==> config.mk <==
export PLATFORM = sky130hd
export DESIGN_NAME = monitor_sequencer_alarm_logic
export DESIGN_NICKNAME = d
export VERILOG_FILES = /design/src/hdl/mon_pkg.sv /design/src/hdl/conv_if.sv /design/src/hdl/conv_sequencer.sv /design/src/hdl/monitor_sequencer_alarm_logic.sv /design/src/hdl/result_mem.sv
export VERILOG_INCLUDE_DIRS = /design/src /design/src/hdl
export SDC_FILE = /design/constraint.sdc
export NUM_CORES = 1
export LEC_CHECK = 0
export BUFFER_PORTS_ARGS = -buffer_cell sky130_fd_sc_hd__buf_2
export CORE_MARGIN = 1
export CORE_UTILIZATION = 40
export CTS_BUF_LIST = sky130_fd_sc_hd__clkbuf_16
export DETAILED_ROUTE_END_ITERATION = 8
export GPL_ROUTABILITY_DRIVEN = 0
export MAX_ROUTING_LAYER = met4
export SLEW_MARGIN = 10
export SYNTH_ARGS = -nofsm -noshare
export SYNTH_HDL_FRONTEND = slang
export SYNTH_SLANG_ARGS = --single-unit
==> constraint.sdc <==
create_clock -name clk -period 9.1 [get_ports clk]
set_input_delay 1.82 -clock clk [delete_from_list [all_inputs] [get_ports clk]]
set_output_delay 1.82 -clock clk [all_outputs]
set_load 0.02 [all_outputs]
==> src/hdl/mon_regs.svh <==
`ifndef MON_REGS_SVH
`define MON_REGS_SVH

// ==========================================================================
// Timing
// ==========================================================================
`define CLK_MHZ             100
`define VOLT_CONV_US        12200
`define TEMP_CONV_US        3600
`define LOW_POWER_PASS_MS   728
`define VOLT_CONV_CYC       (`VOLT_CONV_US * `CLK_MHZ)
`define TEMP_CONV_CYC       (`TEMP_CONV_US * `CLK_MHZ)
`define LOW_POWER_PASS_CYC  (`LOW_POWER_PASS_MS * 1000 * `CLK_MHZ)

// ==========================================================================
// Register offsets
// ==========================================================================
`define OFS_CONFIG          8'h00
`define OFS_ALARM_STATUS    8'h01
`define OFS_ALARM_MASK      8'h03
`define OFS_RATE_SELECT     8'h07
`define OFS_CHAN_DISABLE    8'h08
`define OFS_SINGLE_PASS     8'h09
`define OFS_DEEP_SLEEP      8'h0A
`define OFS_BUSY            8'h0C
`define OFS_RESULT_BASE     8'h20
`define OFS_RESULT_LAST     8'h27
`define OFS_LIMIT_BASE      8'h2A
`define OFS_LIMIT_LAST      8'h39

// ==========================================================================
// Fields and reset values
// ==========================================================================
`define CFG_RUN_BIT         0
`define CFG_ALARM_EN_BIT    1
`define CFG_ALARM_CLR_BIT   3
`define CFG_INIT_BIT        7
`define DEEP_SLEEP_BIT      0
`define RATE_CONT_BIT       0
`define BUSY_BIT            0
`define TEMP_CHAN           3'h7
`define TEMP_HOT_IDX        4'hE
`define TEMP_HYST_IDX       4'hF
`define CONFIG_RST          8'h08
`define ZERO_RST            8'h00

`endif

==> src/hdl/mon_pkg.sv <==
package mon_pkg;

    typedef logic [2:0]  chan_t;
    typedef logic [11:0] code_t;
    typedef logic [7:0]  byte_t;
    typedef logic [15:0] word_t;

    typedef enum logic [1:0]
    {
        SEQ_IDLE,
        SEQ_CONVERT,
        SEQ_HOLD,
        SEQ_REST
    } seq_state_t;

endpackage

==> src/hdl/conv_if.sv <==
`timescale 1ns/1ns

interface conv_if;
    logic            run;
    logic            halt;
    logic            cont_mode;
    mon_pkg::byte_t  chan_dis;
    logic            shot;
    logic            bus_busy;
    logic            active;
    logic            commit;
    mon_pkg::chan_t  commit_chan;
    mon_pkg::code_t  commit_code;

    modport seq
    (
        input  run,
        input  halt,
        input  cont_mode,
        input  chan_dis,
        input  shot,
        input  bus_busy,
        output active,
        output commit,
        output commit_chan,
        output commit_code
    );

    modport core
    (
        output run,
        output halt,
        output cont_mode,
        output chan_dis,
        output shot,
        output bus_busy,
        input  active,
        input  commit,
        input  commit_chan,
        input  commit_code
    );
endinterface // conv_if

==> src/hdl/conv_sequencer.sv <==
`timescale 1ns/1ns
`include "mon_regs.svh"

module conv_sequencer #(
    parameter int VOLT_CYC = `VOLT_CONV_CYC,
    parameter int TEMP_CYC = `TEMP_CONV_CYC,
    parameter int LP_CYC   = `LOW_POWER_PASS_CYC
) (
    input  wire logic           clk,
    input  wire logic           rst,
    conv_if.seq                 cif,
    output logic                adc_start,
    output mon_pkg::chan_t      adc_chan,
    input  wire mon_pkg::code_t adc_code
);

    mon_pkg::seq_state_t state_q;
    mon_pkg::seq_state_t state_d;
    mon_pkg::chan_t      chan_q;
    mon_pkg::chan_t      chan_d;
    mon_pkg::code_t      code_q;
    logic [31:0]         timer_q;
    logic [31:0]         period_q;
    logic                shot_q;
    logic                shot_clr;
    logic                launch;
    logic                new_pass;
    logic [3:0]          first_en;
    logic [3:0]          after_en;

    // First enabled channel at or above from; bit 3 set means none left
    function automatic logic [3:0] next_enabled(input logic [7:0] dis, input logic [3:0] from);
        logic [3:0] r;
        r = 4'h8;
        for (int i = 7; i >= 0; i--)
        begin
            if (!dis[i] && (4'(i) >= from))
            begin
                r = 4'(i);
            end
        end
        return r;
    endfunction

    assign first_en = next_enabled(cif.chan_dis, 4'h0);
    assign after_en = next_enabled(cif.chan_dis, {1'b0, chan_q} + 4'h1);

    // ======================================================================
    // Pass control
    // ======================================================================
    always_comb
    begin
        state_d  = state_q;
        chan_d   = chan_q;
        launch   = 1'b0;
        new_pass = 1'b0;
        shot_clr = 1'b0;
        unique case (state_q)
            mon_pkg::SEQ_IDLE:
            begin
                if (!cif.halt && (cif.run || shot_q))
                begin
                    if (first_en[3])
                    begin
                        shot_clr = 1'b1;
                    end
                    else
                    begin
                        launch   = 1'b1;
                        new_pass = 1'b1;
                        chan_d   = first_en[2:0];
                    end
                end
            end
            mon_pkg::SEQ_CONVERT:
            begin
                if (timer_q == 32'h0)
                begin
                    state_d = mon_pkg::SEQ_HOLD;
                end
            end
            mon_pkg::SEQ_HOLD:
            begin
                // Finished result waits here while the bus is busy
                if (!cif.bus_busy)
                begin
                    if (!cif.halt && (cif.run || shot_q) && !after_en[3])
                    begin
                        launch = 1'b1;
                        chan_d = after_en[2:0];
                    end
                    else if (shot_q)
                    begin
                        shot_clr = 1'b1;
                        state_d  = mon_pkg::SEQ_IDLE;
                    end
                    else if (cif.halt || !cif.run)
                    begin
                        state_d = mon_pkg::SEQ_IDLE;
                    end
                    else if (cif.cont_mode && !first_en[3])
                    begin
                        launch   = 1'b1;
                        new_pass = 1'b1;
                        chan_d   = first_en[2:0];
                    end
                    else
                    begin
                        state_d = mon_pkg::SEQ_REST;
                    end
                end
            end
            mon_pkg::SEQ_REST:
            begin
                if (cif.halt || !cif.run)
                begin
                    state_d = mon_pkg::SEQ_IDLE;
                end
                else if (period_q >= 32'(LP_CYC - 1))
                begin
                    state_d = mon_pkg::SEQ_IDLE;
                end
            end
        endcase
        if (launch)
        begin
            state_d = mon_pkg::SEQ_CONVERT;
        end
    end

    always_ff @(posedge clk)
    begin
        if (rst)
        begin
            state_q <= mon_pkg::SEQ_IDLE;
            chan_q  <= '0;
        end
        else
        begin
            state_q <= state_d;
            chan_q  <= chan_d;
        end
    end

    // ======================================================================
    // Single pass request
    // ======================================================================
    always_ff @(posedge clk)
    begin
        if (rst)
        begin
            shot_q <= 1'b0;
        end
        else if (cif.shot)
        begin
            shot_q <= 1'b1;
        end
        else if (shot_clr)
        begin
            shot_q <= 1'b0;
        end
    end

    // ======================================================================
    // Conversion timer and pass period
    // ======================================================================
    always_ff @(posedge clk)
    begin
        if (rst)
        begin
            timer_q <= '0;
        end
        else if (launch)
        begin
            timer_q <= (chan_d == `TEMP_CHAN) ? 32'(TEMP_CYC - 1) : 32'(VOLT_CYC - 1);
        end
        else if (timer_q != 32'h0)
        begin
            timer_q <= timer_q - 32'h1;
        end
    end

    always_ff @(posedge clk)
    begin
        if (rst)
        begin
            period_q <= '0;
        end
        else if (new_pass)
        begin
            period_q <= '0;
        end
        else if (period_q != 32'hFFFFFFFF)
        begin
            period_q <= period_q + 32'h1;
        end
    end

    always_ff @(posedge clk)
    begin
        if (rst)
        begin
            code_q    <= '0;
            adc_start <= 1'b0;
            adc_chan  <= '0;
        end
        else
        begin
            adc_start <= launch;
            if (launch)
            begin
                adc_chan <= chan_d;
            end
            if ((state_q == mon_pkg::SEQ_CONVERT) && (timer_q == 32'h0))
            begin
                code_q <= adc_code;
            end
        end
    end

    assign cif.active      = (state_q == mon_pkg::SEQ_CONVERT) || (state_q == mon_pkg::SEQ_HOLD);
    assign cif.commit      = (state_q == mon_pkg::SEQ_HOLD) && !cif.bus_busy;
    assign cif.commit_chan = chan_q;
    assign cif.commit_code = code_q;

endmodule // conv_sequencer

==> src/hdl/monitor_sequencer_alarm_logic.sv <==
`timescale 1ns/1ns
`include "mon_regs.svh"

module monitor_sequencer_alarm_logic #(
    parameter int VOLT_CYC = `VOLT_CONV_CYC,
    parameter int TEMP_CYC = `TEMP_CONV_CYC,
    parameter int LP_CYC   = `LOW_POWER_PASS_CYC
) (
    input  wire logic           clk,
    input  wire logic           rst,
    input  wire mon_pkg::byte_t reg_addr,
    input  wire logic           reg_wr,
    input  wire logic           reg_rd,
    input  wire mon_pkg::byte_t reg_wdata,
    output mon_pkg::word_t      reg_rdata,
    output logic                reg_rvalid,
    input  wire logic           bus_busy,
    output logic                adc_start,
    output mon_pkg::chan_t      adc_chan,
    input  wire mon_pkg::code_t adc_code,
    output logic                alarm_o,
    output logic                alarm_oe
);

    conv_if cif ();

    mon_pkg::byte_t config_q;
    mon_pkg::byte_t alarm_status_q;
    mon_pkg::byte_t alarm_mask_q;
    mon_pkg::byte_t conversion_rate_select_q;
    mon_pkg::byte_t chan_disable_q;
    mon_pkg::byte_t deep_sleep_control_q;
    mon_pkg::byte_t limit_q [16];
    mon_pkg::byte_t rd_q;
    logic           res_sel_q;
    logic           alarm_oe_q;
    logic           temp_latch_q;
    logic           temp_below_q;
    logic           init;
    logic           status_rd;
    logic           wr_single_pass;
    mon_pkg::word_t mem_rdata;
    mon_pkg::word_t mem_wdata;
    mon_pkg::byte_t status_set;
    logic [3:0]     lim_idx;
    logic [3:0]     hi_idx;
    logic [3:0]     lo_idx;
    logic           is_temp;
    logic           volt_fault;
    logic           temp_hot;
    logic           temp_low;
    logic signed [9:0] temp_val;
    logic signed [9:0] hot_val;
    logic signed [9:0] hyst_val;

    // ======================================================================
    // Address decoding
    // ======================================================================
    function automatic logic is_limit(input logic [7:0] a);
        return (a >= `OFS_LIMIT_BASE) && (a <= `OFS_LIMIT_LAST);
    endfunction

    function automatic logic is_result(input logic [7:0] a);
        return (a >= `OFS_RESULT_BASE) && (a <= `OFS_RESULT_LAST);
    endfunction

    assign lim_idx        = 4'(reg_addr - `OFS_LIMIT_BASE);
    assign init           = reg_wr && (reg_addr == `OFS_CONFIG) && reg_wdata[`CFG_INIT_BIT];
    assign status_rd      = reg_rd && (reg_addr == `OFS_ALARM_STATUS);
    assign wr_single_pass = reg_wr && (reg_addr == `OFS_SINGLE_PASS);

    // ======================================================================
    // Control registers
    // ======================================================================
    always_ff @(posedge clk)
    begin
        if (rst || init)
        begin
            config_q <= `CONFIG_RST;
        end
        else if (reg_wr && (reg_addr == `OFS_CONFIG))
        begin
            // Initialise bit never stored, it self-clears
            config_q <= {1'b0, reg_wdata[6:0]};
        end
    end

    always_ff @(posedge clk)
    begin
        if (rst || init)
        begin
            alarm_mask_q             <= `ZERO_RST;
            conversion_rate_select_q <= `ZERO_RST;
            chan_disable_q           <= `ZERO_RST;
            deep_sleep_control_q     <= `ZERO_RST;
        end
        else if (reg_wr)
        begin
            unique case (reg_addr)
                `OFS_ALARM_MASK:   alarm_mask_q             <= reg_wdata;
                `OFS_RATE_SELECT:  conversion_rate_select_q <= reg_wdata;
                `OFS_CHAN_DISABLE: chan_disable_q           <= reg_wdata;
                `OFS_DEEP_SLEEP:   deep_sleep_control_q     <= reg_wdata & 8'h01;
                default:           ;
            endcase
        end
    end

    // Limits survive the initialise bit, like the results
    always_ff @(posedge clk)
    begin
        if (reg_wr && is_limit(reg_addr))
        begin
            limit_q[lim_idx] <= reg_wdata;
        end
    end

    // ======================================================================
    // Sequencer and result store
    // ======================================================================
    assign cif.run       = config_q[`CFG_RUN_BIT];
    assign cif.halt      = config_q[`CFG_ALARM_CLR_BIT];
    assign cif.cont_mode = conversion_rate_select_q[`RATE_CONT_BIT];
    assign cif.chan_dis  = chan_disable_q;
    // Deep shutdown only cuts power elsewhere; a pass from it returns there unchanged
    assign cif.shot      = wr_single_pass && !config_q[`CFG_RUN_BIT];
    assign cif.bus_busy  = bus_busy;

    conv_sequencer #(
        .VOLT_CYC (VOLT_CYC),
        .TEMP_CYC (TEMP_CYC),
        .LP_CYC   (LP_CYC)
    ) u_seq (
        .clk       (clk),
        .rst       (rst),
        .cif       (cif.seq),
        .adc_start (adc_start),
        .adc_chan  (adc_chan),
        .adc_code  (adc_code)
    );

    assign is_temp   = (cif.commit_chan == `TEMP_CHAN);
    assign mem_wdata = is_temp ? {7'h00, cif.commit_code[8:0]} : {4'h0, cif.commit_code};

    result_mem #(
        .DEPTH (8),
        .WIDTH (16)
    ) u_results (
        .clk     (clk),
        .rst     (rst),
        .we      (cif.commit),
        .waddr   (cif.commit_chan),
        .wdata   (mem_wdata),
        .raddr   (reg_addr[2:0]),
        .rdata_q (mem_rdata)
    );

    // ======================================================================
    // Window comparators
    // ======================================================================
    assign hi_idx     = {cif.commit_chan, 1'b0};
    assign lo_idx     = {cif.commit_chan, 1'b1};
    // Eight-bit limits meet the top eight bits of the twelve-bit code
    assign volt_fault = (cif.commit_code[11:4] > limit_q[hi_idx]) ||
                        (cif.commit_code[11:4] <= limit_q[lo_idx]);

    // Both sides in half degrees, sign extended
    assign temp_val   = $signed({cif.commit_code[8], cif.commit_code[8:0]});
    assign hot_val    = $signed({limit_q[`TEMP_HOT_IDX][7], limit_q[`TEMP_HOT_IDX], 1'b0});
    assign hyst_val   = $signed({limit_q[`TEMP_HYST_IDX][7], limit_q[`TEMP_HYST_IDX], 1'b0});
    assign temp_hot   = temp_val > hot_val;
    assign temp_low   = temp_val <= hyst_val;

    always_comb
    begin
        status_set = 8'h00;
        if (cif.commit)
        begin
            if (is_temp)
            begin
                status_set[`TEMP_CHAN] = temp_hot || temp_latch_q;
            end
            else
            begin
                status_set[cif.commit_chan] = volt_fault;
            end
        end
    end

    // ======================================================================
    // Temperature hysteresis
    // ======================================================================
    always_ff @(posedge clk)
    begin
        if (rst || init)
        begin
            temp_below_q <= 1'b1;
        end
        else if (cif.commit && is_temp)
        begin
            temp_below_q <= temp_low;
        end
    end

    // Stays armed through reads until a read follows a reading at or below hysteresis
    always_ff @(posedge clk)
    begin
        if (rst || init)
        begin
            temp_latch_q <= 1'b0;
        end
        else if (cif.commit && is_temp && temp_hot)
        begin
            temp_latch_q <= 1'b1;
        end
        else if (status_rd && temp_below_q)
        begin
            temp_latch_q <= 1'b0;
        end
    end

    // ======================================================================
    // Status and alarm
    // ======================================================================
    // A breach landing with the clearing read survives it; alarm clear never touches this
    always_ff @(posedge clk)
    begin
        if (rst || init)
        begin
            alarm_status_q <= `ZERO_RST;
        end
        else
        begin
            alarm_status_q <= (status_rd ? 8'h00 : alarm_status_q) | status_set;
        end
    end

    always_ff @(posedge clk)
    begin
        if (rst)
        begin
            alarm_oe_q <= 1'b0;
        end
        else
        begin
            alarm_oe_q <= !config_q[`CFG_ALARM_CLR_BIT] && config_q[`CFG_ALARM_EN_BIT] &&
                          (|(alarm_status_q & ~alarm_mask_q));
        end
    end

    // Open drain: only ever pulls low
    assign alarm_o  = 1'b0;
    assign alarm_oe = alarm_oe_q;

    // ======================================================================
    // Read path
    // ======================================================================
    always_ff @(posedge clk)
    begin
        if (rst)
        begin
            rd_q       <= '0;
            res_sel_q  <= 1'b0;
            reg_rvalid <= 1'b0;
        end
        else
        begin
            reg_rvalid <= reg_rd;
            if (reg_rd)
            begin
                res_sel_q <= is_result(reg_addr);
                rd_q      <= 8'h00;
                if (is_limit(reg_addr))
                begin
                    rd_q <= limit_q[lim_idx];
                end
                else
                begin
                    unique case (reg_addr)
                        `OFS_CONFIG:       rd_q <= config_q;
                        `OFS_ALARM_STATUS: rd_q <= alarm_status_q;
                        `OFS_ALARM_MASK:   rd_q <= alarm_mask_q;
                        `OFS_RATE_SELECT:  rd_q <= conversion_rate_select_q;
                        `OFS_CHAN_DISABLE: rd_q <= chan_disable_q;
                        `OFS_DEEP_SLEEP:   rd_q <= deep_sleep_control_q;
                        `OFS_BUSY:         rd_q <= {7'h00, cif.active};
                        default:           rd_q <= 8'h00;
                    endcase
                end
            end
        end
    end

    assign reg_rdata = res_sel_q ? mem_rdata : {8'h00, rd_q};

endmodule // monitor_sequencer_alarm_logic

==> src/hdl/result_mem.sv <==
`timescale 1ns/1ns

module result_mem #(
    parameter int DEPTH = 8,
    parameter int WIDTH = 16,
    parameter int AW    = $clog2(DEPTH)
) (
    input  wire logic             clk,
    input  wire logic             rst,
    input  wire logic             we,
    input  wire logic [AW-1:0]    waddr,
    input  wire logic [WIDTH-1:0] wdata,
    input  wire logic [AW-1:0]    raddr,
    output logic      [WIDTH-1:0] rdata_q
);

    // Contents are left unknown after reset, as the results are
    logic [WIDTH-1:0] mem_q [DEPTH];

    always_ff @(posedge clk)
    begin
        if (we)
        begin
            mem_q[waddr] <= wdata;
        end
    end

    always_ff @(posedge clk)
    begin
        if (rst)
        begin
            rdata_q <= '0;
        end
        else
        begin
            rdata_q <= mem_q[raddr];
        end
    end

endmodule // result_mem

======== Yosys cells after proc, flatten, opt, wreduce, memory -nomap -nowiden ========
Memories as Yosys holds them, arrays and structs flattened. A register that Yosys moved wholly into a read port is not among the register bits.
Cells that the tools add are included.
storage, ports and cells
  bits in registers ....................... 155
  memory bits (writable) .................. 224
  bits of input ports ..................... 33
  output and inout bits ................... 23
  logic and storage cells ................. 212
  memories kept ........................... 2
memory list
  name             depth  bits a word  read ports  clocked after memory_dff  wr ports  line                                 RTL
  limit_q          16     8            5           2                         1         monitor_sequencer_alarm_logic.sv:33  mon_pkg::byte_t limit_q [16];
  u_results.mem_q  8      12           1           1                         1         result_mem.sv:18                     logic [WIDTH-1:0] mem_q [DEPTH];
cells by class
  add/sub/neg operators ................... 4
  magnitude comparators ................... 19
  equal/unequal tests ..................... 23
  mux-type cells .......................... 74
  bitwise operators ....................... 4
  reduce and logical (&&, ||, !) cells .... 64
operator list
  cell                     number
  $mux W4                  18
  $mux W32                 2
  $pmux W8 S7              1
  $add A32 B1 Y32 const B  1
  $eq A8 B4 Y1 const B     4
  $ge A32 B27 Y1 const B   1
  $logic_not A32 Y1        1
  $ne A32 B32 Y1 const B   1
  $reduce_bool A32 Y1      1
  $sub A32 B1 Y32 const B  1
  $logic_and A1 B1 Y1      27
  $mux W1                  25
  $mux W8                  3
  $mux W21                 1
  $mux W3                  7
  $and A8 B8 Y8            2
  $ge A3 B4 Y1 const A     4
  $ge A8 B6 Y1 const B     2
  $le A8 B6 Y1 const B     2
  $mux W16                 1
  $mux W2                  8
  $logic_not A1 Y1         13
  $mux W12                 1
  $reduce_and A6 Y1        2
  38 further kinds         59

======== Longest topological paths before layout ========
  depth after elaboration ................. 19
  depth in mapped cells ................... 15
  mapped depth without buffers ............ 12

======== By module ========
From an unflattened synthesis, not the netlist that was laid out.
unflattened totals
  cells, all modules ...................... 1583
  area, all modules ....................... 19337.3 um2
modules (own cells, without submodules)
  module                         times used  cells each  area each (um2)  seq. area each (um2)
  monitor_sequencer_alarm_logic  1           809         9481.6           4904.7
  result_mem                     1           232         5266.3           4164.0
  conv_sequencer                 1           542         4589.4           1721.7

======== Worst setup path before layout ========
Ideal clock, no wire load.
  path kind ............................... in2reg
  from .................................... in reg_addr[1]
  to ...................................... mem limit_q[6][0] in the netlist's numbering (enable)
  setup time .............................. 0.383 ns
  arrival time ............................ 4.629 ns
  required time ........................... 8.717 ns
  setup slack ............................. 4.088 ns
  stages on the path ...................... 7
  buffers on the path ..................... 2
  path through ............................ clkbuf_1 -> clkbuf_1 -> inv_1 -> ha_1 -> xor2_1 -> nand4b_1 -> nor3_1
on the way
  word-level cells in the longest chain between the ends .. 5
  elaborated cells between the ends (all ways) .. 7
  those cells by class .................... 1 x add/sub; 2 x order compare; 2 x mux; 2 x reduce/logical
ends and longest elaborated chain
  what                                                                  line                                  RTL
  start: declaration                                                    monitor_sequencer_alarm_logic.sv:11   input wire mon_pkg::byte_t reg_addr,
  $ge A8 B6 Y1 (no source line) / $le A8 B6 Y1 (equally long branches)  n/a
  $logic_and A1 B1 Y1                                                   monitor_sequencer_alarm_logic.sv:60   return (a >= `OFS_LIMIT_BASE) && (a <= `OFS_LIMIT_LAST);
  $logic_and A1 B1 Y1                                                   monitor_sequencer_alarm_logic.sv:112  if (reg_wr && is_limit(reg_addr))
  $mux W1                                                               monitor_sequencer_alarm_logic.sv:112
  $mux W1 (not written as such)                                         monitor_sequencer_alarm_logic.sv:114  limit_q[lim_idx] <= reg_wdata;
  end: declaration                                                      monitor_sequencer_alarm_logic.sv:33
Several ways; a longest one is shown, not always the timed one.

======== Worst setup path after layout ========
  from .................................... in reg_addr[1]
  to ...................................... mem limit_q[2][2] in the netlist's numbering (enable)
Same word-level chain as after synthesis.

==> qor.csv <==
stage,metric,value,unit
sta,fin_crit,4.85,ns
setup_path,crit_top_cell,buf_4,
floorplan,coreArea,0.0431,mm2
setup_path,crit_arrival,5.04,ns
place,port_buffers,50,
clock_network,clk_pin_slew,0.06,ns
pwr,leakagePower,6.79,nW
route,ant_nets,0,
logic_synthesis,synth_flop_cell,edfxtp_1,
clock_network,postCtsHoldBufs,0,
sta,rsz0062_at_grt,no,
pwr,power_density,204,mW/mm2
logic_synthesis,syn_area,0.0175,mm2
layout,mostFrequentLayoutCell,edfxtp_1,
route,drt_first_pass_iters,6,
grt,grt_pass1_vias,12071,
logic_synthesis,synthArstFlopShare,0,%
floorplan,die_area,0.0445,mm2
sta,tightest_slew,1.18,ns
setup_path,cpPeakStageDelay,0.84,ns
sta,setup_viol,0,
logic_synthesis,yosysWarnings,0,
grt,grt-ovfl-total,0,
logic_synthesis,synth_cells,1492,
sta,clock_skew,0.0295,ns
sta,fin_tns_setup,0,ns
layout,final_core_util,45.5,%
layout,num-nets-final,1602,
clock_network,h-tree-depth,2,
logic_synthesis,synth_fa_ha_area_share,3.08,%
setup_path,path_class,input port to register,
logic_synthesis,synth-xor-area-share,2.66,%
setup_path,endpoint_kind,register,
route,routed_wl,48.0,mm
pwr,p_total,4.00,mW
pwr,ir_drop,0.123,mV
route,vias,12492,
clock_network,clock_tree.buffer_depth,3,
logic_synthesis,synth_edf_count,224,
layout,syn2layout_area_growth,12.3,%
grt,grt_first_pass_wirelength,73.1,mm
route,routedWlPerCell,22.4,um
route,drcViolationCount,0,
route,drtIter0Drc,1643,
layout,stdcell_area,0.0196,mm2
floorplan,die_height,211,um
logic_synthesis,ys_types,74,
floorplan,pin_count,56,
worst_hold_path,hp-class,register to register,
clock_network,clkLatencyLatePin,0.58,ns
route,via_per_inst,5.83,
sta,clock.fmax,206,MHz
setup_path,required,9.28,ns
logic_synthesis,synth_top_family_by_area,simple AND/OR/NAND/NOR gates,
setup_path,rrSetupSlack,4.92,ns
clock_network,clock_sinks,375,
floorplan,start_util,40.5,%
logic_synthesis,synth.area.mux_share,9.81,%
clock_network,cts_resized,0,
layout,drive_gt1_share,15.0,%
setup_path,cpMaxStageDelayCell,nor3_1,
clock_network,cts_tree,done,
floorplan,fp.dieW,211,um
logic_synthesis,ys_ff_latch,375,
logic_synthesis,synth_compound_area_share,11.2,%
logic_synthesis,yosysSeqAreaShare,55.9,%
clock_network,cts-root-buf,clkbuf_16,
worst_hold_path,min_from,alarm_status_q[0],
setup_path,crit_buf_inv,5,
setup_path,r2r_start,u_seq.cif.commit_chan[2],
worst_hold_path,min_delay_path_depth,2,
setup_path,path_cells,buf_2 -> buf_4 -> buf_4 -> ha_1 -> inv_1 -> o21ai_0 -> a21oi_1 -> nor3_1 -> buf_4 -> nand4_1 -> nor3_1,
sta,fin_crit_sh,53.3,%
setup_path,critPathLaunchType,input port,
layout,fill_cells,3893,
grt,track_usage,22.5,%
sta,timing.slew.headroom,20.8,%
setup_path,crit_family,simple AND/OR/NAND/NOR gates,
layout,final_cell_mix,"224 x edfxtp_1, 154 x nand2_1, 151 x dfxtp_1",
clock_network,numCtsBuffers,40,
clock_network,cts_setup_buffers,0,
grt,grt_max_degree,65,
logic_synthesis,synth-simple-area-share,14.4,%
worst_hold_path,min_to,alarm_status_q[0],
grt,antenna_found_initial,4,
sta,maxSlewViolCount,0,
setup_path,timing.rr.end,alarm_status_q[7],
flow_run,maxCapViolations,0,
floorplan,row_count,76,
run_status,outcome,completed,
setup_path,crit_fanout,49,
place,placedInstanceArea,0.0183,mm2
sta,finalHoldViolations,0,
logic_synthesis,syn_area_per_cell,11.7,um2
setup_path,rr_worst_depth,11,
place,dp_hpwl,33.4,mm
power by group:
part | leakage (nW) | total, mW | switching, mW | internal, mW
clock | 0.667 | 1.55 | 0.673 | 0.881
sequential | 3.27 | 1.89 | 0.0480 | 1.85
combinational | 2.86 | 0.556 | 0.332 | 0.224
synthesized netlist by cell type, drive strengths merged (4+ instances only):
master	n	share of area (%)
nor2	113	2.4
a21o	7	0.30
a2111oi	4	0.20
nor3	35	1.0
inv	45	0.97
dfxtp	151	17
nor4	15	0.66
xnor2	30	1.5
and3	14	0.50
o31ai	6	0.26
a221oi	10	0.50
o22ai	12	0.43
buf	21	0.64
nand3	46	1.3
mux2i	17	0.97
a31oi	5	0.18
nor2b	15	0.54
edfxtp	224	39
o21ai	31	0.89
clkbuf	67	1.4
mux4	64	8.3
nand4b	5	0.25
ha	43	3.1
nand2b	7	0.25
and2	12	0.43
or4	14	0.62
a211o	5	0.25
a22oi	66	2.8
nor4b	4	0.20
a211oi	7	0.30
mux2	9	0.58
or3	13	0.54
o211ai	10	0.43
and4	19	0.95
a21oi	95	2.7
or2	5	0.18
xor2	23	1.2
nand2	155	3.3
o21a	14	0.60
nand4	22	0.79
state kept, by name (all words and copies together), names as in the netlist, 2 cells and up:
signal / cells
chan_disable_q: 8
u_seq.state_q: 2
u_seq.adc_chan: 3
alarm_mask_q: 8
u_seq.period_q: 32
config_q: 7
limit_q: 128
rd_q: 8
alarm_status_q: 8
conversion_rate_select_q: 8
u_seq.timer_q: 32
u_results.mem_q: 96
u_seq.cif.commit_code: 12
u_seq.cif.commit_chan: 3
u_results.rdata_q: 12
stage by stage:
stage | worst slack [ns] | hold slack, ns | cells
CTS | 4.31 | 0.472 | 2141
floorplan | 4.09 | 0.436 | 1496
global route | 3.96 | 0.496 | 2143
finish | 4.25 | 0.472 | 2143
detailed placement | 3.73 | 0.464 | 2069
global placement | 3.74 | 0.450 | 2069
logic make-up after synthesis:
group           count (synthesis)
compound gates                296
xor+xnor                       53
fa+ha+maj                      43
buf+inv                       133
flops                         375
mux                            90
other cells                     1
simple gates                  501
how the worst max path moves through the flow:
stage	from	to	slack [ns]	cells after the start
finish	reg_addr[1]	limit_q[2][2]	4.25	11
floorplan	reg_addr[1]	limit_q[6][0]	4.09	7
detailed placement	reg_addr[1]	limit_q[2][3]	3.73	11
global route	reg_addr[1]	limit_q[2][7]	3.96	11
global placement	reg_addr[1]	limit_q[2][2]	3.74	11
CTS	reg_addr[1]	limit_q[2][7]	4.31	11
cell type report:
cell class | count | area [um2] | share of cell area [%]
Antenna cell | 2 | 5.00 | 0.0255
Clock buffer | 41 | 1030 | 5.23
Tap cell | 585 | 732 | 3.73
Clock inverter | 31 | 231 | 1.18
Inverter | 45 | 169 | 0.862
Multi-Input combinational cell | 988 | 7240 | 36.9
Timing Repair Buffer | 76 | 448 | 2.29
Sequential cell | 375 | 9750 | 49.7
tightest hold or removal path: stages (launching register included):
cell	delay, ns
dfxtp_1	0.31
nand2_1	0.05
a21oi_1	0.06
layer usage:
| layer | GRT usage (%) | routed length [um] | vias up |
|---|---|---|---|
| met5 | - | 0 | - |
| met4 | 9.15 | 1840 | 0 |
| met3 | 4.01 | 3580 | 139 |
| met2 | 34.3 | 21900 | 551 |
| met1 | 29.7 | 20700 | 6093 |
| li1 | - | - | 5709 |
Note: power is estimated with default switching activity, not from simulation.
